**src/sgsel_defs.vh**
```
// constants shared by the setting group selector files
`ifndef SGSEL_DEFS_VH
`define SGSEL_DEFS_VH

// bus and register map
`define SGSEL_AW            8
`define SGSEL_DW            32
`define SGSEL_REG_CTRL      8'h00
`define SGSEL_REG_TIMEOUT   8'h04
`define SGSEL_REG_REQ       8'h08
`define SGSEL_REG_STATUS    8'h0C
`define SGSEL_REG_NVPOS     8'h10
`define SGSEL_RESP_OKAY     2'h0
`define SGSEL_RESP_SLVERR   2'h2

// control register fields
`define SGSEL_CTRL_RANGE_LO 0
`define SGSEL_CTRL_RANGE_HI 2
`define SGSEL_CTRL_STP_ACK  4
`define SGSEL_CTRL_BIT_ACK  5
`define SGSEL_CTRL_PWR_SYNC 6
`define SGSEL_CTRL_BLOCK    7
`define SGSEL_CTRL_RST      32'h0000_0007
`define SGSEL_TIMEOUT_RST   32'h0000_1388

// timing
`define SGSEL_CLK_MHZ       100
`define SGSEL_TICK_NS       1000000
`define SGSEL_TICK_CYC      (`SGSEL_TICK_NS * `SGSEL_CLK_MHZ / 1000)
`define SGSEL_TICK_LAST     17'h1869F
`define SGSEL_ALARM_MS      16'h0BB8
`define SGSEL_TICK_W        17
`define SGSEL_MS_W          16

// misc widths and values
`define SGSEL_GROUPS        6
`define SGSEL_POS_W         3
`define SGSEL_POS_ONE       3'h1
`define SGSEL_POS_ZERO      3'h0

// selector states
`define SGSEL_ST_IDLE       2'h0
`define SGSEL_ST_STEP       2'h1
`define SGSEL_ST_WORD       2'h2

`endif

```
**src/sgsel_alarm_timer.v**
```verilog
// one stretched alarm output held for a fixed number of ms ticks
`timescale 1ns/1ps
`include "sgsel_defs.vh"

module sgsel_alarm_timer (
	input  wire        clk,
	input  wire        rst,
	input  wire        tick,
	input  wire        fire,
	output reg         alarm
);
	reg [`SGSEL_MS_W-1:0] cnt_r;

	// fire restarts the full hold time, even while already running
	always @(posedge clk) begin
		if (rst) begin
			cnt_r <= {`SGSEL_MS_W{1'b0}};
			alarm <= 1'b0;
		end else if (fire) begin
			cnt_r <= `SGSEL_ALARM_MS;
			alarm <= 1'b1;
		end else if (tick && cnt_r != {`SGSEL_MS_W{1'b0}}) begin
			cnt_r <= cnt_r - 1'b1;
			alarm <= (cnt_r != `SGSEL_MS_W'h1);
		end
	end
endmodule

```
**src/sgsel_group_prio.v**
```verilog
// priority picker among group requests with block hold
`timescale 1ns/1ps
`include "sgsel_defs.vh"

module sgsel_group_prio (
	input  wire        clk,
	input  wire        rst,
	input  wire        block,
	input  wire [5:1]  req,
	output reg  [5:0]  active_oh
);
	reg [5:0] pick;
	integer   i;

	// highest requested wins; bank 1 when nothing asks
	always @* begin
		pick = 6'h01;
		for (i = 1; i <= 5; i = i + 1) begin
			if (req[i]) begin
				pick = 6'h01 << i;
			end
		end
	end

	// one-hot register, so exactly one bank always in service
	always @(posedge clk) begin
		if (rst) begin
			active_oh <= 6'h01;
		end else if (!block) begin
			active_oh <= pick;
		end
	end
endmodule

```
**src/sgsel_top.v**
```verilog
// setting group activation and selector switch with axi4-lite registers
// Functional notes
// - six banks, exactly one in service
// - block input freezes the active bank
// - highest requested bank wins
// - bank 1 is default, no request
// - steady indicator per bank in service
// - each step-up pulse advances pre-selection one
// - 3-bit word pre-selects position directly
// - pre-selection applied on time-out or acknowledge
// - applied position kept in non-volatile store
// - power-up restores stored or adopts word; reset clears the sync bit (ctrl bit 6), so only stored is restored
// - stepping past full range wraps to one
// - word accepted only within one to range
// - out-of-range word raises alarm three seconds
// - programmable time-out shared by both selectors
// - advance on rising edge, pulses 50 ms apart; the code enforces no minimum spacing
// - activity restarts timer; missed ack discards, alarms
// - all-zero word is rest, no action
// - step-up and word inputs lock each other out
`timescale 1ns/1ps
`include "sgsel_defs.vh"

module sgsel_top (
	input  wire                   clk,
	input  wire                   rst,
	input  wire [`SGSEL_AW-1:0]   s_axi_awaddr,
	input  wire                   s_axi_awvalid,
	output wire                   s_axi_awready,
	input  wire [`SGSEL_DW-1:0]   s_axi_wdata,
	input  wire [3:0]             s_axi_wstrb,
	input  wire                   s_axi_wvalid,
	output wire                   s_axi_wready,
	output reg  [1:0]             s_axi_bresp,
	output reg                    s_axi_bvalid,
	input  wire                   s_axi_bready,
	input  wire [`SGSEL_AW-1:0]   s_axi_araddr,
	input  wire                   s_axi_arvalid,
	output wire                   s_axi_arready,
	output reg  [`SGSEL_DW-1:0]   s_axi_rdata,
	output reg  [1:0]             s_axi_rresp,
	output reg                    s_axi_rvalid,
	input  wire                   s_axi_rready,
	input  wire                   group_change_block,
	input  wire [5:1]             group_req,
	input  wire                   step_up,
	input  wire                   step_ack,
	input  wire                   direct_word_bit0,
	input  wire                   direct_word_bit1,
	input  wire                   direct_word_bit2,
	input  wire                   word_ack,
	input  wire [`SGSEL_POS_W-1:0] nv_pos_in,
	output reg                    nv_write,
	output reg  [`SGSEL_POS_W-1:0] nv_pos_out,
	output wire [5:0]             group_led,
	output reg  [7:1]             sel_pos_oh,
	output wire                   sel_range_alarm,
	output wire                   sel_step_alarm,
	output wire                   sel_word_alarm,
	output reg                    sel_pwr_alarm
);
	// software registers
	reg [`SGSEL_DW-1:0]   ctrl_r;
	reg [`SGSEL_DW-1:0]   timeout_r;
	reg [5:1]             sw_req_r;
	// selector state
	reg [1:0]             st_r;
	reg [`SGSEL_POS_W-1:0] pre_r;
	reg [`SGSEL_POS_W-1:0] pos_r;
	reg [`SGSEL_MS_W-1:0] tmo_r;
	reg                   up_d_r, sack_d_r, wack_d_r;
	reg [`SGSEL_POS_W-1:0] word_d_r;
	reg                   pwr_done_r;
	reg [`SGSEL_TICK_W-1:0] tick_cnt_r;
	reg                   tick_r;
	reg                   fire_rng, fire_stp, fire_bit;
	// bus handshake state
	reg                   aw_hold_r, w_hold_r;
	reg [`SGSEL_AW-1:0]   awaddr_r;
	reg [`SGSEL_DW-1:0]   wdata_r;

	wire [`SGSEL_POS_W-1:0] word = {direct_word_bit2, direct_word_bit1, direct_word_bit0};
	wire [`SGSEL_POS_W-1:0] range = ctrl_r[`SGSEL_CTRL_RANGE_HI:`SGSEL_CTRL_RANGE_LO];
	wire stp_ack_mode = ctrl_r[`SGSEL_CTRL_STP_ACK];
	wire bit_ack_mode = ctrl_r[`SGSEL_CTRL_BIT_ACK];
	wire up_rise      = step_up & ~up_d_r;
	wire sack_rise    = step_ack & ~sack_d_r;
	wire wack_rise    = word_ack & ~wack_d_r;
	wire word_chg     = (word != word_d_r) && (word != `SGSEL_POS_ZERO);
	wire word_ok      = (word >= `SGSEL_POS_ONE) && (word <= range);
	wire tmo_zero     = (tmo_r == {`SGSEL_MS_W{1'b0}});
	wire [7:0] pos_dec = 8'h01 << pos_r;                   // bit 0 is position 0, dropped

	// millisecond tick from the system clock
	always @(posedge clk) begin
		if (rst || tick_cnt_r == `SGSEL_TICK_LAST) begin
			tick_cnt_r <= {`SGSEL_TICK_W{1'b0}};
			tick_r     <= ~rst;
		end else begin
			tick_cnt_r <= tick_cnt_r + 1'b1;
			tick_r     <= 1'b0;
		end
	end

	// input history for synchronous edge detection
	always @(posedge clk) begin
		if (rst) begin
			up_d_r   <= 1'b0;
			sack_d_r <= 1'b0;
			wack_d_r <= 1'b0;
			word_d_r <= `SGSEL_POS_ZERO;
		end else begin
			up_d_r   <= step_up;
			sack_d_r <= step_ack;
			wack_d_r <= word_ack;
			word_d_r <= word;
		end
	end

	// selector: pre-select, time out or acknowledge, then apply
	always @(posedge clk) begin
		fire_rng <= 1'b0;
		fire_stp <= 1'b0;
		fire_bit <= 1'b0;
		nv_write <= 1'b0;
		if (rst) begin
			st_r          <= `SGSEL_ST_IDLE;
			pre_r         <= `SGSEL_POS_ZERO;
			pos_r         <= `SGSEL_POS_ZERO;
			tmo_r         <= {`SGSEL_MS_W{1'b0}};
			pwr_done_r    <= 1'b0;
			sel_pwr_alarm <= 1'b0;
			nv_pos_out    <= `SGSEL_POS_ZERO;
		end else if (!pwr_done_r) begin
			// first cycle after reset: restore or synchronise
			pwr_done_r <= 1'b1;
			if (ctrl_r[`SGSEL_CTRL_PWR_SYNC]) begin
				pos_r         <= word_ok ? word : `SGSEL_POS_ZERO;
				sel_pwr_alarm <= ~word_ok;
			end else begin
				pos_r         <= (nv_pos_in >= `SGSEL_POS_ONE && nv_pos_in <= range)
				                 ? nv_pos_in : `SGSEL_POS_ZERO;
				sel_pwr_alarm <= ~(nv_pos_in >= `SGSEL_POS_ONE && nv_pos_in <= range);
			end
		end else begin
			if (tick_r && !tmo_zero) begin
				tmo_r <= tmo_r - 1'b1;
			end
			case (st_r)
			`SGSEL_ST_IDLE: begin
				if (up_rise) begin
					st_r  <= `SGSEL_ST_STEP;
					pre_r <= (pos_r >= range) ? `SGSEL_POS_ONE : pos_r + 1'b1;
					tmo_r <= timeout_r[`SGSEL_MS_W-1:0];
				end else if (word_chg) begin
					if (word_ok) begin
						st_r  <= `SGSEL_ST_WORD;
						pre_r <= word;
						tmo_r <= timeout_r[`SGSEL_MS_W-1:0];
					end else begin
						fire_rng <= 1'b1;
					end
				end
			end
			`SGSEL_ST_STEP: begin
				// word input ignored while stepping
				if (up_rise) begin
					pre_r <= (pre_r >= range) ? `SGSEL_POS_ONE : pre_r + 1'b1;
					tmo_r <= timeout_r[`SGSEL_MS_W-1:0];
				end else if (stp_ack_mode && sack_rise) begin
					pos_r      <= pre_r;
					nv_write   <= 1'b1;
					nv_pos_out <= pre_r;
					st_r       <= `SGSEL_ST_IDLE;
				end else if (tmo_zero) begin
					st_r <= `SGSEL_ST_IDLE;
					if (stp_ack_mode) begin
						fire_stp <= 1'b1;
					end else begin
						pos_r      <= pre_r;
						nv_write   <= 1'b1;
						nv_pos_out <= pre_r;
					end
				end
			end
			`SGSEL_ST_WORD: begin
				// step-up ignored while the word sequence runs
				if (word_chg) begin
					if (word_ok) begin
						pre_r <= word;
						tmo_r <= timeout_r[`SGSEL_MS_W-1:0];
					end else begin
						fire_rng <= 1'b1;
					end
				end else if (bit_ack_mode && wack_rise) begin
					pos_r      <= pre_r;
					nv_write   <= 1'b1;
					nv_pos_out <= pre_r;
					st_r       <= `SGSEL_ST_IDLE;
				end else if (tmo_zero) begin
					st_r <= `SGSEL_ST_IDLE;
					if (bit_ack_mode) begin
						fire_bit <= 1'b1;
					end else begin
						pos_r      <= pre_r;
						nv_write   <= 1'b1;
						nv_pos_out <= pre_r;
					end
				end
			end
			default: begin
				st_r <= `SGSEL_ST_IDLE;
			end
			endcase
		end
	end

	// one-hot applied position; zero means no position selected
	always @(posedge clk) begin
		if (rst) begin
			sel_pos_oh <= 7'h00;
		end else begin
			sel_pos_oh <= pos_dec[7:1];
		end
	end

	// three-second alarm stretchers
	sgsel_alarm_timer u_rng_alarm (
		.clk   (clk),
		.rst   (rst),
		.tick  (tick_r),
		.fire  (fire_rng),
		.alarm (sel_range_alarm)
	);
	sgsel_alarm_timer u_stp_alarm (
		.clk   (clk),
		.rst   (rst),
		.tick  (tick_r),
		.fire  (fire_stp),
		.alarm (sel_step_alarm)
	);
	sgsel_alarm_timer u_bit_alarm (
		.clk   (clk),
		.rst   (rst),
		.tick  (tick_r),
		.fire  (fire_bit),
		.alarm (sel_word_alarm)
	);

	// group activation; pins or software can request, block from either
	sgsel_group_prio u_prio (
		.clk       (clk),
		.rst       (rst),
		.block     (group_change_block | ctrl_r[`SGSEL_CTRL_BLOCK]),
		.req       (group_req | sw_req_r),
		.active_oh (group_led)
	);
	// indicator is the registered one-hot, steady, bank 1 by default

	// axi4-lite write: address and data accepted in either order
	assign s_axi_awready = ~aw_hold_r & ~s_axi_bvalid;
	assign s_axi_wready  = ~w_hold_r & ~s_axi_bvalid;
	wire   [`SGSEL_AW-1:0] wa = aw_hold_r ? awaddr_r : s_axi_awaddr;
	wire   [`SGSEL_DW-1:0] wd = w_hold_r ? wdata_r : s_axi_wdata;
	wire   wr_go = (aw_hold_r | (s_axi_awvalid & s_axi_awready)) &
	               (w_hold_r | (s_axi_wvalid & s_axi_wready));

	always @(posedge clk) begin
		if (rst) begin
			aw_hold_r    <= 1'b0;
			w_hold_r     <= 1'b0;
			awaddr_r     <= {`SGSEL_AW{1'b0}};
			wdata_r      <= {`SGSEL_DW{1'b0}};
			s_axi_bvalid <= 1'b0;
			s_axi_bresp  <= `SGSEL_RESP_OKAY;
			ctrl_r       <= `SGSEL_CTRL_RST;
			timeout_r    <= `SGSEL_TIMEOUT_RST;
			sw_req_r     <= 5'h00;
		end else if (wr_go) begin
			aw_hold_r    <= 1'b0;
			w_hold_r     <= 1'b0;
			s_axi_bvalid <= 1'b1;
			s_axi_bresp  <= `SGSEL_RESP_OKAY;
			case (wa)
			`SGSEL_REG_CTRL:    ctrl_r    <= wd;
			`SGSEL_REG_TIMEOUT: timeout_r <= wd;
			`SGSEL_REG_REQ:     sw_req_r  <= wd[5:1];
			`SGSEL_REG_STATUS, `SGSEL_REG_NVPOS: s_axi_bresp <= `SGSEL_RESP_OKAY;
			default:            s_axi_bresp <= `SGSEL_RESP_SLVERR;
			endcase
		end else begin
			if (s_axi_awvalid && s_axi_awready) begin
				aw_hold_r <= 1'b1;
				awaddr_r  <= s_axi_awaddr;
			end
			if (s_axi_wvalid && s_axi_wready) begin
				w_hold_r <= 1'b1;
				wdata_r  <= s_axi_wdata;
			end
			if (s_axi_bready) begin
				s_axi_bvalid <= 1'b0;
			end
		end
	end

	// axi4-lite read: answer one cycle after the address
	assign s_axi_arready = ~s_axi_rvalid;

	always @(posedge clk) begin
		if (rst) begin
			s_axi_rvalid <= 1'b0;
			s_axi_rdata  <= {`SGSEL_DW{1'b0}};
			s_axi_rresp  <= `SGSEL_RESP_OKAY;
		end else if (s_axi_arvalid && s_axi_arready) begin
			s_axi_rvalid <= 1'b1;
			s_axi_rresp  <= `SGSEL_RESP_OKAY;
			case (s_axi_araddr)
			`SGSEL_REG_CTRL:    s_axi_rdata <= ctrl_r;
			`SGSEL_REG_TIMEOUT: s_axi_rdata <= timeout_r;
			`SGSEL_REG_REQ:     s_axi_rdata <= {26'h0, sw_req_r, 1'b0};
			`SGSEL_REG_STATUS:  s_axi_rdata <= {10'h0, st_r, 1'b0, pre_r, 1'b0, pos_r,
			                                    sel_pwr_alarm, sel_word_alarm,
			                                    sel_step_alarm, sel_range_alarm, 2'h0,
			                                    group_led};
			`SGSEL_REG_NVPOS:   s_axi_rdata <= {29'h0, nv_pos_out};
			default: begin
				s_axi_rdata <= {`SGSEL_DW{1'b0}};
				s_axi_rresp <= `SGSEL_RESP_SLVERR;
			end
			endcase
		end else if (s_axi_rready) begin
			s_axi_rvalid <= 1'b0;
		end
	end
endmodule

```
**config.mk**
```make
export PLATFORM = sky130hd
export DESIGN_NAME = sgsel_top
export DESIGN_NICKNAME = d
export VERILOG_FILES = /design/src/sgsel_alarm_timer.v /design/src/sgsel_group_prio.v /design/src/sgsel_top.v
export VERILOG_INCLUDE_DIRS = /design/src
export SDC_FILE = /design/constraint.sdc
export NUM_CORES = 1
export LEC_CHECK = 0
export ABC_AREA = 1
export BUFFER_PORTS_ARGS = -buffer_cell sky130_fd_sc_hd__buf_4
export CAP_MARGIN = 0
export CORE_MARGIN = 2
export CORE_UTILIZATION = 40
export DETAILED_ROUTE_END_ITERATION = 12
export HOLD_SLACK_MARGIN = 0.08
export SLEW_MARGIN = 20
export SYNTH_ARGS = -nofsm -noshare
export SYNTH_HDL_FRONTEND = slang
export SYNTH_SLANG_ARGS = --single-unit
```
**constraint.sdc**
```tcl
create_clock -name clk -period 6.3 [get_ports clk]
set_clock_uncertainty 0.2 [all_clocks]
set_input_delay 0.63 -clock clk [delete_from_list [all_inputs] [get_ports clk]]
set_output_delay 0.63 -clock clk [all_outputs]
set_load 0.02 [all_outputs]
```
==> flow_metrics.env <==
export IMPL_post_cts_buffers=0
export IMPL_cts_resized=0
export IMPL_initial_utilization_pct=40.5
export IMPL_netlist_top_cells_count="nand2_1, dfxtp_1, inv_1, nor2_1, a21oi_1"
export IMPL_critPathKind="flop to flop"
export IMPL_startpoint="aw_hold_r"
export IMPL_drt_pass1_iter_count=6
export IMPL_finalNonFillerCells=2448
export IMPL_pin_count=136
export IMPL_fill_cells=3375
export IMPL_crit_path_max_incr_delay_ns=0.67
export IMPL_grt_pass1_wl_um=57000
export IMPL_drive_gt1_share_pct=11.8
export IMPL_endpoint_kind="flop"
export IMPL_setup_tns_ns=0
export IMPL_startpoint_type="flop"
export IMPL_synth_top_area_cell="dfxtp_1"
export IMPL_reg2reg_depth=7
export IMPL_cap_violations=0
export IMPL_diodes=0
export IMPL_crit_slowest_cell="dfxtp_1"
export IMPL_grt_pass1_vias=11200
export IMPL_yosys_warnings=0
export IMPL_fin_crit_ns=2.86
export IMPL_grt_remaining_overflow=0
export IMPL_ys_types=52
export IMPL_synthFlopType="dfxtp_1"
export IMPL_crit_path_cell_trace="mux2i_1 > nand2_1 > nor2_1 > nand2_2 > inv_2 > nor2_1 > a211oi_1"
export IMPL_syn_avg_cell_area_um2=6.97
export IMPL_port_buffers=129
export IMPL_yosysSeqAreaShare_pct=40.8
export IMPL_fp_row_count=66
export IMPL_wire_per_inst_um=14.4
export IMPL_cellPowerDensity_nw_per_um2=263
export IMPL_p_leak_nw=6.68
export IMPL_clkLatencyLatePin_ns=0.57
export IMPL_tightest_slew_ns=0.915
export IMPL_drt_iter0_drc=823
export IMPL_layout_nets=2089
export IMPL_area_growth_pct=16.5
export IMPL_crit_required_ns=6.57
export IMPL_fp_dieW_um=185
export IMPL_root_buffer="clkbuf_16"
export IMPL_via_per_inst=4.99
export IMPL_htreeDepth=1
export IMPL_min_path_cells=3
export IMPL_grt_antenna_before_repair=0
export IMPL_ys_seq_elements=268
export IMPL_yosys_area_top_type_share_pct=40.8
export IMPL_netlist_area_um2=13100
export IMPL_ant_nets=0
export IMPL_worst_path_most_repeated_cell="nor2_1"
export IMPL_rsz0062_at_grt="false"
export IMPL_syn_inst=1886
export IMPL_synth_most_common_cell="nand2_1"
export IMPL_core_area_um2=32500
export IMPL_ctsHoldBuffers=0
export IMPL_synth_edf_count=0
export IMPL_fin_util_pct=47.2
export IMPL_drc=0
export IMPL_hpwl_um=25300
export IMPL_grt_max_degree=77
export IMPL_dieArea_um2=34300
export IMPL_maxSlewHeadroom_pct=38.8
export IMPL_r2r_start="aw_hold_r"
export IMPL_cts_tree="yes"
export IMPL_via_count=12200
export IMPL_hold_path_class="input pin to flop"
export IMPL_synth_area_top_cells="dfxtp_1, nand2_1, a21oi_1"
export IMPL_crit_fanout=49
export IMPL_min_from="s_axi_awaddr[4]"
export IMPL_clkSlewWorstSetupHoldPaths_ns=0.06
export IMPL_numCtsBuffers=30
export IMPL_chipHeight_um=185
export IMPL_ir_drop_uv=173
export IMPL_clock_sinks=268
export IMPL_fin_crit_sh_pct=45.5
export IMPL_gp_routability_congestion=0.878
export IMPL_worstPathArrival_ns=3.13
export IMPL_routed_wirelength_um=35200
export IMPL_final_hold_violation_count=0
export IMPL_async_flop_share_pct=0
export IMPL_slew_viol_final=0
export IMPL_placedCellCount=2397
export IMPL_fmax_mhz=349
export IMPL_clock_path_buffers=3
export IMPL_finalSetupViolations=0
export IMPL_hold_ws_ns=0.0900
export IMPL_grt_use_total_pct=20.4
export IMPL_status="complete, no violations"
==> flip-flops by register name, summed over array words and instances, names as in the netlist, 8 cells and up <==
signal	cells
tick_cnt_r	17
wdata_r	32
u_rng_alarm.cnt_r	16
tmo_r	16
timeout_r	32
awaddr_r	8
s_axi_rdata	32
u_bit_alarm.cnt_r	16
ctrl_r	32
u_stp_alarm.cnt_r	16
==> cells in the final DEF (no fill, tap or decap), drive strengths merged, types with 2 or more instances in the layout <==
cell type,instances
a211oi,11
a21oi,189
a31oi,6
buf,140
clkbuf,43
clkinv,11
conb,2
dfxtp,268
ha,28
inv,230
mux2i,4
nand2,405
nand3,102
nand3b,4
nand4,27
nor2,229
nor3,29
nor4,13
o2111ai,3
o211ai,11
o21a,3
o21ai,177
o221ai,4
o22ai,21
or2,5
xnor2,8
xor2,26
==> layout make-up <==
| type | count | area [µm²] | area share (%) |
|---|---|---|---|
| Clock inverter | 8 | 65.1 | 0.425 |
| Inverter | 234 | 885 | 5.78 |
| Tap cell | 442 | 553 | 3.61 |
| Sequential cell | 268 | 5370 | 35.0 |
| Timing Repair Buffer | 140 | 1050 | 6.86 |
| Multi-Input combinational cell | 1313 | 6520 | 42.6 |
| Clock buffer | 43 | 871 | 5.69 |
==> cells by family (layout without fill, tap and decap cells) <==
group	Yosys count	in the layout	synth area share, %
AO/OA/AOI/OAI	431	431	18.0
XOR/XNOR	34	34	2.27
adder cells (fa/ha/maj)	28	28	2.67
buffers and inverters	306	425	9.55
flip-flops	268	268	40.8
multiplexers	4	4	0.305
other	1	2	0.0285
AND/OR/NAND/NOR	814	814	26.3
==> worst max-delay path, delay by kind of cell, from the launching register on <==
kind | cells | cell delay, ns
flops | 1 | 0.67
simple gates | 4 | 0.93
mux | 1 | 0.29
buf+inv | 1 | 0.48
compound gates | 1 | 0.18
==> path summary, 6_finish.rpt <==
kind              slack (ns)       endpoint
setup / recovery        3.44   timeout_r[0]
hold / removal          0.09    awaddr_r[4]
setup reg to reg        3.44   timeout_r[0]
hold reg to reg         0.25  timeout_r[17]
==> metrics by stage <==
step           setup slack [ns]  area (µm²)  power (mW)
2_1_floorplan              4.07       13100        2.21
3_3_place_gp               3.35       14400        2.37
3_5_place_dp               3.40       14400        2.38
4_1_cts                    3.42       15300        4.07
5_1_grt                    3.10       15300        4.22
6_report                   3.44       15300        4.03
==> where the power goes <==
group | switching (mW) | leakage, nW | internal (mW) | total (mW)
Clock | 0.699 | 0.468 | 0.988 | 1.69
Combinational | 0.349 | 4.04 | 0.175 | 0.524
Sequential | 0.0523 | 2.17 | 1.77 | 1.82
Total | 1.10 | 6.68 | 2.93 | 4.03
==> layer usage <==
metal	vias to the layer above	GRT usage, %	wire length (µm)
li1	6356	-	-
met1	5561	27.9	16700
met3	51	2.32	1340
met2	256	34.1	16500
met4	0	5.37	688
met5	-	0	0
(Power assumes the default switching activity.)
